[config.mk]
export PLATFORM = sky130hd
export DESIGN_NAME = dbrc_regs
export DESIGN_NICKNAME = d
export VERILOG_FILES = /design/src/dbrc_pkg.sv /design/src/dbrc_regs.sv
export SDC_FILE = /design/constraint.sdc
export NUM_CORES = 1
export LEC_CHECK = 0
export ABC_AREA = 1
export BUFFER_PORTS_ARGS = -buffer_cell sky130_fd_sc_hd__buf_4
export CAP_MARGIN = 20
export CORE_UTILIZATION = 40
export CTS_BUF_LIST = sky130_fd_sc_hd__clkbuf_4
export DETAILED_ROUTE_END_ITERATION = 8
export HOLD_SLACK_MARGIN = 0.08
export PLACE_DENSITY = 0.74
export SETUP_SLACK_MARGIN = 0.2
export SYNTH_ARGS = -nofsm -noshare
export SYNTH_HDL_FRONTEND = slang
export SYNTH_SLANG_ARGS = --single-unit
[constraint.sdc]
create_clock -name clk_i -period 2.46 [get_ports clk_i]
set_input_delay 0.492 -clock clk_i [delete_from_list [all_inputs] [get_ports clk_i]]
set_output_delay 0.492 -clock clk_i [all_outputs]
set_load 0.05 [all_outputs]
[src/dbrc_pkg.sv]
// Purpose: constants and carrier types for the loop/brown-out/regulator register slice
// Assumes: classic wishbone, 32-bit data, byte addresses
// Notes: offsets are local to this slice
package dbrc_pkg;
  // ****************************************************************
  // register offsets
  // ****************************************************************
  localparam logic [3:0] DBRC_OFF_RATIO = 4'h0;
  localparam logic [3:0] DBRC_OFF_SYNC = 4'h4;
  localparam logic [3:0] DBRC_OFF_BOD = 4'h8;
  localparam logic [3:0] DBRC_OFF_VREG = 4'hC;
  localparam logic [3:0] DBRC_OFF_CTRL = 4'h0;
  // ****************************************************************
  // field positions
  // ****************************************************************
  localparam int DBRC_LOCK_BIT = 31;
  localparam int DBRC_PD_BIT = 30;
  localparam int DBRC_CORE_VAL_BIT = 25;
  localparam int DBRC_IN_VAL_BIT = 24;
  localparam int DBRC_CORE_MASK_BIT = 23;
  localparam int DBRC_CORE_ST_BIT = 22;
  localparam int DBRC_CORE_EN_BIT = 21;
  localparam int DBRC_IN_MASK_BIT = 20;
  localparam int DBRC_IN_ST_BIT = 19;
  localparam int DBRC_IN_EN_BIT = 18;
  localparam int DBRC_DEEP_BIT = 17;
  localparam int DBRC_DONE_BIT = 16;
  localparam int DBRC_ON_BIT = 7;
  localparam int DBRC_OK_BIT = 6;
  localparam int DBRC_EN_BIT = 5;
  localparam int DBRC_HYS_BIT = 6;
  localparam int DBRC_SYNC_BIT = 0;
  // ****************************************************************
  // reset values and codes
  // ****************************************************************
  localparam logic [1:0] DBRC_BOD_OFF = 2'h0;
  localparam logic [1:0] DBRC_BOD_RESET = 2'h1;
  localparam logic [1:0] DBRC_BOD_IRQ = 2'h2;
  localparam logic [2:0] DBRC_SEL_1V8 = 3'h0;
  localparam logic [3:0] DBRC_TRIM_RST = 4'h0;
  localparam logic [5:0] DBRC_LEVEL_RST = 6'h00;

  typedef enum logic [1:0] {
    DBRC_IDLE = 2'b00,
    DBRC_WAIT = 2'b01,
    DBRC_CAPT = 2'b10
  } dbrc_snap_t;

  typedef struct packed {
    logic [15:0] ratio_error;
    logic [4:0] measure_window_exponent;
  } dbrc_ratio_t;

  typedef struct packed {
    logic store_final_lock;
    logic calibration_done;
    logic [1:0] ctrl;
    logic hysteresis_enable;
    logic [5:0] level;
  } dbrc_bod_t;

  typedef struct packed {
    logic store_final_lock;
    logic output_pulldown;
    logic core_detector_mask;
    logic core_detector_enable;
    logic input_detector_mask;
    logic input_detector_enable;
    logic deep_mode_disable;
    logic calibration_done;
    logic [3:0] trim_value;
    logic enable;
    logic [2:0] output_voltage_select;
  } dbrc_vreg_t;

  typedef struct packed {
    dbrc_snap_t snap;
    logic loop_ready_flag;
    dbrc_ratio_t ratio;
    dbrc_bod_t brownout_control;
    dbrc_vreg_t vreg;
    logic ack;
    logic [31:0] dat;
  } dbrc_state_t;
endpackage

[src/dbrc_regs.sv]
// Purpose: loop ratio readback, brown-out and regulator control registers
// Assumes: wishbone classic slave, one clock, analog status inputs asynchronous
// Notes: ack comes one cycle after stb, reads registered
//
// Chosen here: the register addresses and the Wishbone interface to the registers.
`timescale 1ns/1ps
module dbrc_regs
  import dbrc_pkg::*;
(
  // clock and resets
  input wire logic clk_i,
  input wire logic rst_i,
  input wire logic por_rst_i,
  input wire logic bod_rst_i,
  // wishbone slave
  input wire logic wb_cyc_i,
  input wire logic wb_stb_i,
  input wire logic wb_we_i,
  input wire logic [3:0] wb_adr_i,
  input wire logic [3:0] wb_sel_i,
  input wire logic [31:0] wb_dat_i,
  output logic [31:0] wb_dat_o,
  output logic wb_ack_o,
  // frequency loop
  input wire logic loop_closed_i,
  input wire logic [15:0] loop_ratio_error_i,
  input wire logic [4:0] loop_window_i,
  input wire logic loop_snap_done_i,
  output logic loop_snap_req_o,
  output logic loop_ready_flag_o,
  // fuse loading
  input wire logic flash_cal_i,
  input wire logic bod_fuse_load_i,
  input wire logic [1:0] bod_fuse_ctrl_i,
  input wire logic bod_fuse_hysteresis_enable_i,
  input wire logic [5:0] bod_fuse_level_i,
  input wire logic vreg_fuse_load_i,
  input wire logic [3:0] vreg_fuse_trim_i,
  // brown-out detector
  output logic bod_enable_o,
  output logic bod_reset_en_o,
  output logic bod_irq_en_o,
  output logic bod_hysteresis_enable_o,
  output logic [5:0] bod_level_o,
  // regulator and detectors
  input wire logic core_above_i,
  input wire logic input_above_i,
  input wire logic core_por_raw_i,
  input wire logic input_por_raw_i,
  input wire logic vreg_on_i,
  input wire logic vreg_stable_i,
  input wire logic sleep_low_power_i,
  output logic core_por_o,
  output logic input_por_o,
  output logic core_det_en_o,
  output logic input_det_en_o,
  output logic vreg_en_o,
  output logic vreg_deep_o,
  output logic vreg_pulldown_o,
  output logic [3:0] vreg_trim_o,
  output logic [2:0] vreg_sel_o
);
  // ****************************************************************
  // input synchronisers
  // ****************************************************************
  logic [5:0] sync1_q;
  logic [5:0] sync2_q;
  logic [5:0] async_in;
  assign async_in = {core_above_i, input_above_i, vreg_on_i, vreg_stable_i,
                     core_por_raw_i, input_por_raw_i};
  always_ff @(posedge clk_i)
  begin
    sync1_q <= async_in;
    sync2_q <= sync1_q;
  end
  logic core_above_s, input_above_s, vreg_on_s, vreg_ok_s, core_raw_s, input_raw_s;
  assign {core_above_s, input_above_s, vreg_on_s, vreg_ok_s, core_raw_s, input_raw_s} = sync2_q;

  // ****************************************************************
  // state
  // ****************************************************************
  dbrc_state_t s_q;
  dbrc_state_t s_d;
  logic req;
  logic wr;
  logic [31:0] bod_rd;
  logic [31:0] vreg_rd;
  logic [31:0] wmask;
  assign req = wb_cyc_i && wb_stb_i && !s_q.ack;
  assign wr = req && wb_we_i;
  assign wmask = {{8{wb_sel_i[3]}}, {8{wb_sel_i[2]}}, {8{wb_sel_i[1]}}, {8{wb_sel_i[0]}}};

  always_comb
  begin
    bod_rd = '0;
    bod_rd[DBRC_LOCK_BIT] = s_q.brownout_control.store_final_lock;
    bod_rd[DBRC_DONE_BIT] = s_q.brownout_control.calibration_done;
    bod_rd[9:8] = s_q.brownout_control.ctrl;
    bod_rd[DBRC_HYS_BIT] = s_q.brownout_control.hysteresis_enable;
    bod_rd[5:0] = s_q.brownout_control.level;
    vreg_rd = '0;
    vreg_rd[DBRC_LOCK_BIT] = s_q.vreg.store_final_lock;
    vreg_rd[DBRC_PD_BIT] = s_q.vreg.output_pulldown;
    vreg_rd[DBRC_CORE_VAL_BIT] = core_above_s;
    vreg_rd[DBRC_IN_VAL_BIT] = input_above_s;
    vreg_rd[DBRC_CORE_MASK_BIT] = s_q.vreg.core_detector_mask;
    vreg_rd[DBRC_CORE_ST_BIT] = s_q.vreg.core_detector_enable;
    vreg_rd[DBRC_CORE_EN_BIT] = s_q.vreg.core_detector_enable;
    vreg_rd[DBRC_IN_MASK_BIT] = s_q.vreg.input_detector_mask;
    vreg_rd[DBRC_IN_ST_BIT] = s_q.vreg.input_detector_enable;
    vreg_rd[DBRC_IN_EN_BIT] = s_q.vreg.input_detector_enable;
    vreg_rd[DBRC_DEEP_BIT] = s_q.vreg.deep_mode_disable;
    vreg_rd[DBRC_DONE_BIT] = s_q.vreg.calibration_done;
    vreg_rd[11:8] = s_q.vreg.trim_value;
    vreg_rd[DBRC_ON_BIT] = vreg_on_s;
    vreg_rd[DBRC_OK_BIT] = vreg_ok_s && s_q.vreg.enable;
    vreg_rd[DBRC_EN_BIT] = s_q.vreg.enable;
    vreg_rd[2:0] = s_q.vreg.output_voltage_select;
  end

  // ****************************************************************
  // next state
  // ****************************************************************
  always_comb
  begin
    logic [31:0] wv;
    wv = '0;
    s_d = s_q;
    s_d.ack = req;
    s_d.dat = '0;
    // snapshot handshake with the loop
    unique case (s_q.snap)
      DBRC_IDLE:
      begin
        if (wr && wb_adr_i == DBRC_OFF_SYNC && wb_sel_i[0] && wb_dat_i[DBRC_SYNC_BIT]
            && loop_closed_i)
        begin
          s_d.snap = DBRC_WAIT;
          s_d.loop_ready_flag = 1'b0;
        end
      end
      DBRC_WAIT:
      begin
        if (loop_snap_done_i)
        begin
          s_d.snap = DBRC_CAPT;
        end
      end
      DBRC_CAPT:
      begin
        s_d.ratio.ratio_error = loop_ratio_error_i;
        s_d.ratio.measure_window_exponent = loop_window_i;
        s_d.loop_ready_flag = 1'b1;
        s_d.snap = DBRC_IDLE;
      end
      default:
      begin
        s_d.snap = DBRC_IDLE;
      end
    endcase
    // reads
    if (req && !wb_we_i)
    begin
      unique case (wb_adr_i)
        DBRC_OFF_RATIO: s_d.dat = {s_q.ratio.ratio_error, 11'h000, s_q.ratio.measure_window_exponent};
        DBRC_OFF_BOD: s_d.dat = bod_rd;
        DBRC_OFF_VREG: s_d.dat = vreg_rd;
        default: s_d.dat = '0;
      endcase
    end
    // brown-out writes, ignored once locked
    if (wr && wb_adr_i == DBRC_OFF_BOD && !s_q.brownout_control.store_final_lock)
    begin
      wv = (bod_rd & ~wmask) | (wb_dat_i & wmask);
      s_d.brownout_control.store_final_lock = wv[DBRC_LOCK_BIT];
      s_d.brownout_control.ctrl = wv[9:8];
      s_d.brownout_control.hysteresis_enable = wv[DBRC_HYS_BIT];
      s_d.brownout_control.level = wv[5:0];
    end
    if (bod_fuse_load_i && !s_q.brownout_control.calibration_done)
    begin
      s_d.brownout_control.ctrl = bod_fuse_ctrl_i;
      s_d.brownout_control.hysteresis_enable = bod_fuse_hysteresis_enable_i;
      s_d.brownout_control.level = bod_fuse_level_i;
      s_d.brownout_control.calibration_done = 1'b1;
    end
    if (flash_cal_i)
    begin
      s_d.brownout_control.store_final_lock = 1'b0;
    end
    // regulator writes, ignored once locked
    if (wr && wb_adr_i == DBRC_OFF_VREG && !s_q.vreg.store_final_lock)
    begin
      wv = (vreg_rd & ~wmask) | (wb_dat_i & wmask);
      s_d.vreg.store_final_lock = wv[DBRC_LOCK_BIT];
      s_d.vreg.output_pulldown = wv[DBRC_PD_BIT];
      s_d.vreg.core_detector_mask = wv[DBRC_CORE_MASK_BIT];
      s_d.vreg.core_detector_enable = wv[DBRC_CORE_EN_BIT];
      s_d.vreg.input_detector_mask = wv[DBRC_IN_MASK_BIT];
      s_d.vreg.input_detector_enable = wv[DBRC_IN_EN_BIT];
      s_d.vreg.deep_mode_disable = wv[DBRC_DEEP_BIT];
      s_d.vreg.trim_value = wv[11:8];
      s_d.vreg.enable = wv[DBRC_EN_BIT];
      s_d.vreg.output_voltage_select = wv[2:0];
    end
    if (vreg_fuse_load_i && !s_q.vreg.calibration_done)
    begin
      s_d.vreg.trim_value = vreg_fuse_trim_i;
      s_d.vreg.calibration_done = 1'b1;
    end
  end

  // ****************************************************************
  // registers and reset flavours
  // ****************************************************************
  always_ff @(posedge clk_i)
  begin
    if (rst_i)
    begin
      s_q.snap <= DBRC_IDLE;
      s_q.loop_ready_flag <= 1'b1;
      s_q.ratio <= '0;
      s_q.ack <= 1'b0;
      s_q.dat <= '0;
      // brown-out reset keeps lock and fuse-done so fuses are not reloaded
      if (!bod_rst_i)
      begin
        s_q.brownout_control.store_final_lock <= 1'b0;
        s_q.brownout_control.calibration_done <= 1'b0;
      end
      s_q.brownout_control.ctrl <= DBRC_BOD_OFF;
      s_q.brownout_control.hysteresis_enable <= 1'b0;
      s_q.brownout_control.level <= DBRC_LEVEL_RST;
      // regulator fields survive all but power-on reset
      if (por_rst_i)
      begin
        s_q.vreg <= '0;
        s_q.vreg.core_detector_enable <= 1'b1;
        s_q.vreg.input_detector_enable <= 1'b1;
        s_q.vreg.trim_value <= DBRC_TRIM_RST;
        s_q.vreg.enable <= 1'b1;
        s_q.vreg.output_voltage_select <= DBRC_SEL_1V8;
      end
    end
    else
    begin
      s_q <= s_d;
    end
  end

  // ****************************************************************
  // outputs
  // ****************************************************************
  assign wb_ack_o = s_q.ack;
  assign wb_dat_o = s_q.dat;
  assign loop_snap_req_o = (s_q.snap == DBRC_WAIT);
  assign loop_ready_flag_o = s_q.loop_ready_flag;
  assign bod_enable_o = (s_q.brownout_control.ctrl == DBRC_BOD_RESET) || (s_q.brownout_control.ctrl == DBRC_BOD_IRQ);
  assign bod_reset_en_o = (s_q.brownout_control.ctrl == DBRC_BOD_RESET);
  assign bod_irq_en_o = bod_enable_o;
  assign bod_hysteresis_enable_o = s_q.brownout_control.hysteresis_enable;
  assign bod_level_o = s_q.brownout_control.level;
  assign core_por_o = core_raw_s && s_q.vreg.core_detector_enable && !s_q.vreg.core_detector_mask;
  assign input_por_o = input_raw_s && s_q.vreg.input_detector_enable && !s_q.vreg.input_detector_mask;
  assign core_det_en_o = s_q.vreg.core_detector_enable;
  assign input_det_en_o = s_q.vreg.input_detector_enable;
  assign vreg_en_o = s_q.vreg.enable;
  assign vreg_deep_o = sleep_low_power_i && !s_q.vreg.deep_mode_disable;
  assign vreg_pulldown_o = s_q.vreg.output_pulldown;
  assign vreg_trim_o = s_q.vreg.trim_value;
  assign vreg_sel_o = s_q.vreg.output_voltage_select;
endmodule // dbrc_regs
==> impl_metrics.tcl, run 1 <==
set metrics [dict create \
    status "finished clean" \
    reg2reg_from "s_q[83]$_SDFFE_PP0P_" \
    p_seq_share_pct 54.8 \
    p_int_uw 2090 \
    critPathMaxFanout 2 \
    start_util_pct 41.9 \
    final_util_pct 52.1 \
    die_w_um 101 \
    cts_setup_buffers 0 \
    die_area_sq_um 10300 \
    ys.flop_type "dfxtp_1" \
    syn_avg_cell_area_sq_um 7.95 \
    synth.most_common_cell "nand2_1" \
    setup_tns_ps 0 \
    hold_violations 0 \
    switching_share_pct 28.9 \
    worst_setup_path_end_kind "output pin" \
    cts.sinks 92 \
    ir_drop_v 0.000299 \
    period_share_pct 76.9 \
    grt_pass1_wl_um 15000 \
    cts-htree-levels 3 \
    track_usage_pct 19.1 \
    clock_skew_ps 20.5 \
    rsz0062_at_grt "no" \
    final_antenna_net_count 0 \
    grt_pass1_vias 3072 \
    synth_largest_area_cell "dfxtp_1" \
    worst_ep_arrival_time_ps 1400 \
    max-slew-margin-rel_pct 42.4 \
    drt_pass1_iterations 4 \
    leakagePower_uw 0.00229 \
    core_area_sq_um 9420 \
    preCtsSetupSlack_ps 594 \
    vias 3358 \
    cts_made_buffers 9 \
    rows 35 \
    syn_to_final_growth_pct 24.3 \
    power_density_nw_per_um2 598 \
    async_flop_share_pct 0 \
    fin_cells 722 \
    layout_setup_ws_ps 568 \
    routed_via_density 4.65 \
    avgRoutedWirePerCell_um 13.1 \
    ys_seq_elements 92 \
    cts_max_path_buffers 2 \
    clkPwrFrac_pct 30.5 \
    max_freq_mhz 528 \
    switchingPower_uw 849 \
    netlist_area_sq_um 3950 \
    syn_inst 497 \
    hp-class "in -> reg" \
    cts_root_buffer "clkbuf_4" \
    synth_top_area_share_pct 37.5 \
    timing.final.crit_period_ps 1890 \
    power_uw 2940 \
    critPathRequiredTime_ps 1970 \
    routed_wl_um 9480 \
    antenna_found_initial 0 \
    synth_edf_count 18 \
    cap_violations 0 \
    drc 0 \
    grt_max_degree 31 \
    drt_iter0_markers 112 \
    slew_violations 0 \
    path_class "reg -> out" \
    worst_setup_path_start_kind "flop" \
    hold_start "vreg_on_i" \
    drive_gt1_share_pct 27.7 \
    io_buffers 133 \
    setup_viol 0 \
    synth_cell_types 31 \
    layout.nets 682 \
    synth_area_leaders "dfxtp_1 38%, edfxtp_1 14%, nand2_1 9.4%, buf_4 8.7%, nor2_1 6.7%" \
    cts_resized 0 \
    cts_tree "done" \
    place.gp.congestion 0.846 \
    clk_latency_ps 430 \
    tightest_slew_ps 863 \
    yosys_warnings 0 \
    clkTransAtPathRegs_ps 160 \
    dp.cells 706 \
    netlist_top_cells_count "99 x nand2_1, 74 x dfxtp_1, 70 x nor2_1" \
    grt-ovfl-total 0 \
    combinationalPowerShare_pct 14.7 \
    antenna_cells 0 \
    seq_area_frac_synth_pct 51.2 \
    die_height_um 101 \
    cts_hold_buf 0 \
    ios 152 \
    dp.final_hpwl_um 7150 \
]
[final timing paths]
kind         slack, ps  cells after the start              endpoint
max                570                      4          bod_enable_o
min                140                      1    sync1_q[3]$_DFF_P_
max reg2reg        740                      6  s_q[61]$_SDFFE_PP0P_
min reg2reg        340                      0    sync2_q[1]$_DFF_P_
[metal layers]
metal | global-route usage [%] | wire, um
met5 | 0 | 0
met1 | 24.6 | 4250
met2 | 31.9 | 4490
met4 | 6.91 | 151
met3 | 3.86 | 580
[stage by stage]
stage | hold WS, ps | cell area [sq um]
final | 144 | 4910
after global placement | 311 | 4750
after global routing | 107 | 4910
after detailed placement | 312 | 4750
after CTS | 114 | 4910
after floorplan | 310 | 3960
[kinds of logic after synthesis]
family                   Yosys count  synth area share, %
buffers and inverters            110                 15.1
other                              1               0.0950
AO/OA/AOI/OAI                     79                 10.6
adder cells (fa/ha/maj)            1                0.317
AND/OR/NAND/NOR                  214                 22.7
flip-flops                        92                 51.2
[placed cells by master, fill, tap and decap left out, types with 4 or more instances in the layout]
cell	netlist	final
dfxtp_1	74	74
inv_1	46	46
a21oi_1	36	36
nand2_1	99	99
conb_1	1	4
nor3_1	6	6
clkbuf_4	0	9
buf_4	46	139
o21ai_0	36	36
edfxtp_1	18	18
nand3_1	28	28
nor2_1	70	70
o221ai_1	4	4
[final cells by class]
type                    count  area (sq um)
multi-input cells         298          1340
clock buffers               9          67.6
repair buffers            139          1040
clock inverters             7          92.6
flip-flops and latches     92          2020
well taps                 129           161
fillers                   896          4510
inverters                  48           180
[flip-flops by register name (all words and copies together), names as in the netlist, named ones only]
register           cells
bod_rd                 2
loop_ready_flag_o      1
vreg_en_o              1
vreg_trim_o            4
core_det_en_o          1
wb_ack_o               1
wb_dat_o              28
sync1_q                6
s_q                   28
sync2_q                6
vreg_sel_o             3
input_det_en_o         1
vreg_pulldown_o        1
[worst max-delay path, cell delays in order, from the launching register on]
cell,delay (ps)
dfxtp_1,370
inv_1,60
ha_1,270
inv_1,80
buf_4,190
[power groups by stage]
stage	Combinational [uW]	Clock (uW)	Sequential, uW
final	432	895	1610
after global routing	469	976	1610
after CTS	434	919	1610
after detailed placement	433	0	1640
after global placement	428	0	1640
after floorplan	260	0	1650
No activity file was read; power rests on OpenSTA's default activity.
==> inputs of run 2 (changes only) <==
--- a/config.mk
+++ b/config.mk
@@ -5,14 +5,14 @@
 export SDC_FILE = /design/constraint.sdc
 export NUM_CORES = 1
 export LEC_CHECK = 0
-export ABC_AREA = 1
+export ABC_AREA = 0
 export BUFFER_PORTS_ARGS = -buffer_cell sky130_fd_sc_hd__buf_4
 export CAP_MARGIN = 20
 export CORE_UTILIZATION = 40
 export CTS_BUF_LIST = sky130_fd_sc_hd__clkbuf_4
 export DETAILED_ROUTE_END_ITERATION = 8
 export HOLD_SLACK_MARGIN = 0.08
-export PLACE_DENSITY = 0.74
+export PLACE_DENSITY = 0.75
 export SETUP_SLACK_MARGIN = 0.2
 export SYNTH_ARGS = -nofsm -noshare
 export SYNTH_HDL_FRONTEND = slang
==> constraint.sdc (replaced) <==
create_clock -name clk_i -period 1.9 [get_ports clk_i]
set_input_delay 0.38 -clock clk_i [delete_from_list [all_inputs] [get_ports clk_i]]
set_output_delay 0.38 -clock clk_i [all_outputs]
set_load 0.05 [all_outputs]
==> run 2 against run 1 <==
  * Routed wire length rose by 5.1%
  * Area after synthesis fell by 0.25%
  * Final area rose by 6.7%
  * Sequential cell count did not move
  * Core utilization rose by 3.7 points
  * Largest power group unchanged
  * Worst setup slack got worse by 310 ps
==> impl_metrics.tcl, run 2 <==
set metrics [dict create \
    grt_pass1_wl_um 15700 \
    slew_violations 0 \
    setup_viol 0 \
    cts_made_buffers 9 \
    core_area_sq_um 9370 \
    worst_setup_path_start_kind "flop" \
    netlist_top_cells_count "74 x dfxtp_1, 58 x nand2_1, 47 x buf_4" \
    drive_gt1_share_pct 39.2 \
    setup_tns_ps 0 \
    leakagePower_uw 0.00225 \
    fillCellCount 872 \
    grt-ovfl-total 0 \
    synth_edf_count 18 \
    io_buffers 133 \
    syn_inst 405 \
    cts_max_path_buffers 2 \
    cts-htree-levels 3 \
    ys.flop_type "dfxtp_1" \
    holdWs_ps 198 \
    synth_largest_area_cell "dfxtp_1" \
    synth_cell_types 44 \
    synth.most_common_cell "dfxtp_1" \
    antenna_found_initial 0 \
    rsz0062_at_grt "yes" \
    rows 35 \
    clk_latency_ps 410 \
    track_usage_pct 19.9 \
    max_stage_delay_ps 360 \
    antenna_cells 0 \
    hp-class "in -> reg" \
    clock_skew_ps 14.6 \
    layout.nets 614 \
    max_freq_mhz 608 \
    final_common_cell "buf_4" \
    vias 3243 \
    multi_input_area_sq_um 1520 \
    final_antenna_net_count 0 \
    status "finished clean" \
    routed_via_density 4.96 \
    grt_max_degree 22 \
    critPathTopFamily "flip-flops" \
    die_w_um 101 \
    final_util_pct 55.9 \
    netlist_area_sq_um 3940 \
    path_class "reg -> out" \
    clkTransAtPathRegs_ps 150 \
    start_util_pct 42.0 \
    ys_seq_elements 92 \
    syn_to_final_growth_pct 32.9 \
    period_share_pct 86.6 \
    die_area_sq_um 10200 \
    max-slew-margin-rel_pct 63.3 \
    grt_pass1_vias 3200 \
    drt_iter0_markers 106 \
    synth_area_leaders "dfxtp_1 38%, edfxtp_1 14%, buf_4 9.0%, nand2_1 5.5%, mux2i_1 4.6%" \
    synth_top_area_share_pct 37.6 \
    syn_avg_cell_area_sq_um 9.73 \
    place.gp.congestion 0.759 \
    drc 0 \
    seq_area_frac_synth_pct 51.3 \
    cts.sinks 92 \
    routed_wl_um 9960 \
    worst_setup_path_end_kind "output pin" \
    tightest_slew_ps 548 \
    drt_pass1_iterations 5 \
    die_height_um 101 \
    ir_drop_v 0.000357 \
    cts_root_buffer "clkbuf_4" \
    yosys_warnings 0 \
    critPathRequiredTime_ps 1520 \
    crit_slowest_cell "dfxtp_2" \
    worst_ep_arrival_time_ps 1270 \
    crit_buf_inv 3 \
    layout_common_cells "158 x buf_4, 71 x dfxtp_1, 57 x nand2_1" \
    cap_violations 0 \
    path_cells "inv_2 > ha_4 > inv_4 > buf_8" \
    cts_tree "done" \
    seqCellArea_sq_um 2030 \
    ios 152 \
    dp.final_hpwl_um 7500 \
    avgRoutedWirePerCell_um 15.2 \
    timing.final.crit_period_ps 1650 \
    hold_violations 0 \
    power_density_nw_per_um2 774 \
    async_flop_share_pct 0 \
    critPathMaxFanout 2 \
]
[run 2: tightest hold or removal path: stages]
cell and delay [ps]:
buf_4 110, nand2_1 40, a21oi_1 50
[run 2: final timing paths]
path / cells after the start / startpoint / slack (ps) / to
max: 4 / flop / 250 / bod_irq_en_o
min: 3 / loop_ratio_error_i[15] / 200 / s_q[80]$_SDFFE_PP0P_
max reg2reg: 5 / wb_ack_o$_SDFF_PP0_ / 270 / flop
min reg2reg: 0 / sync1_q[2]$_DFF_P_ / 340 / sync2_q[2]$_DFF_P_
[run 2: repair_timing]
action / in CTS / in global routing
hold buffers: 6 / 0
pin swaps: 4 / 4
cloned: 0 / 0
setup buffers: 2 / 5
resized for setup: 10 / 8
endpoints found under the setup margin: 10 / 18
hold endpoints to repair: 6 / 0
[run 2: cell type report]
class / count / share of cell area [%]
Sequential cell: 92 / 38.7
Multi-Input combinational cell: 244 / 29.1
Timing Repair Buffer: 170 / 25.2
Tap cell: 129 / 3.08
Clock inverter: 7 / 2.32
Clock buffer: 9 / 1.29
Inverter: 3 / 0.263
[run 2: cell families after synthesis]
family                   after synthesis  synth area share [%]
AND/OR/NAND/NOR                      155                  19.4
buffers and inverters                 72                  11.6
other                                  1                0.0952
flip-flops                            92                  51.3
multiplexers                          24                  6.58
adder cells (fa/ha/maj)                1                 0.318
AO/OA/AOI/OAI                         60                  10.7
[run 2: power by group]
| part | switching, uW | internal (uW) |
|---|---|---|
| registers | 37.8 | 2050 |
| clock network | 664 | 675 |
| logic | 342 | 285 |
[run 2: metal layers]
metal | part of all wire (%) | up-vias | global-route usage, %
li1 | - | 1574 | -
met1 | 44 | 1558 | 25.5
met2 | 50 | 105 | 33.6
met3 | 5.8 | 6 | 4.07
met4 | 0.70 | 0 | 6.47
met5 | 0 | - | 0
[run 2: metrics by stage]
stage          instance area (sq um)  worst slack (ps)  total power [uW]  instances
2_1_floorplan                   3980               187              2480        408
3_3_place_gp                    4870              76.7              2700        625
3_5_place_dp                    4870              21.5              2710        625
4_1_cts                         5170               204              4070        649
5_1_grt                         5240               190              4220        654
6_report                        5240               254              4050        654
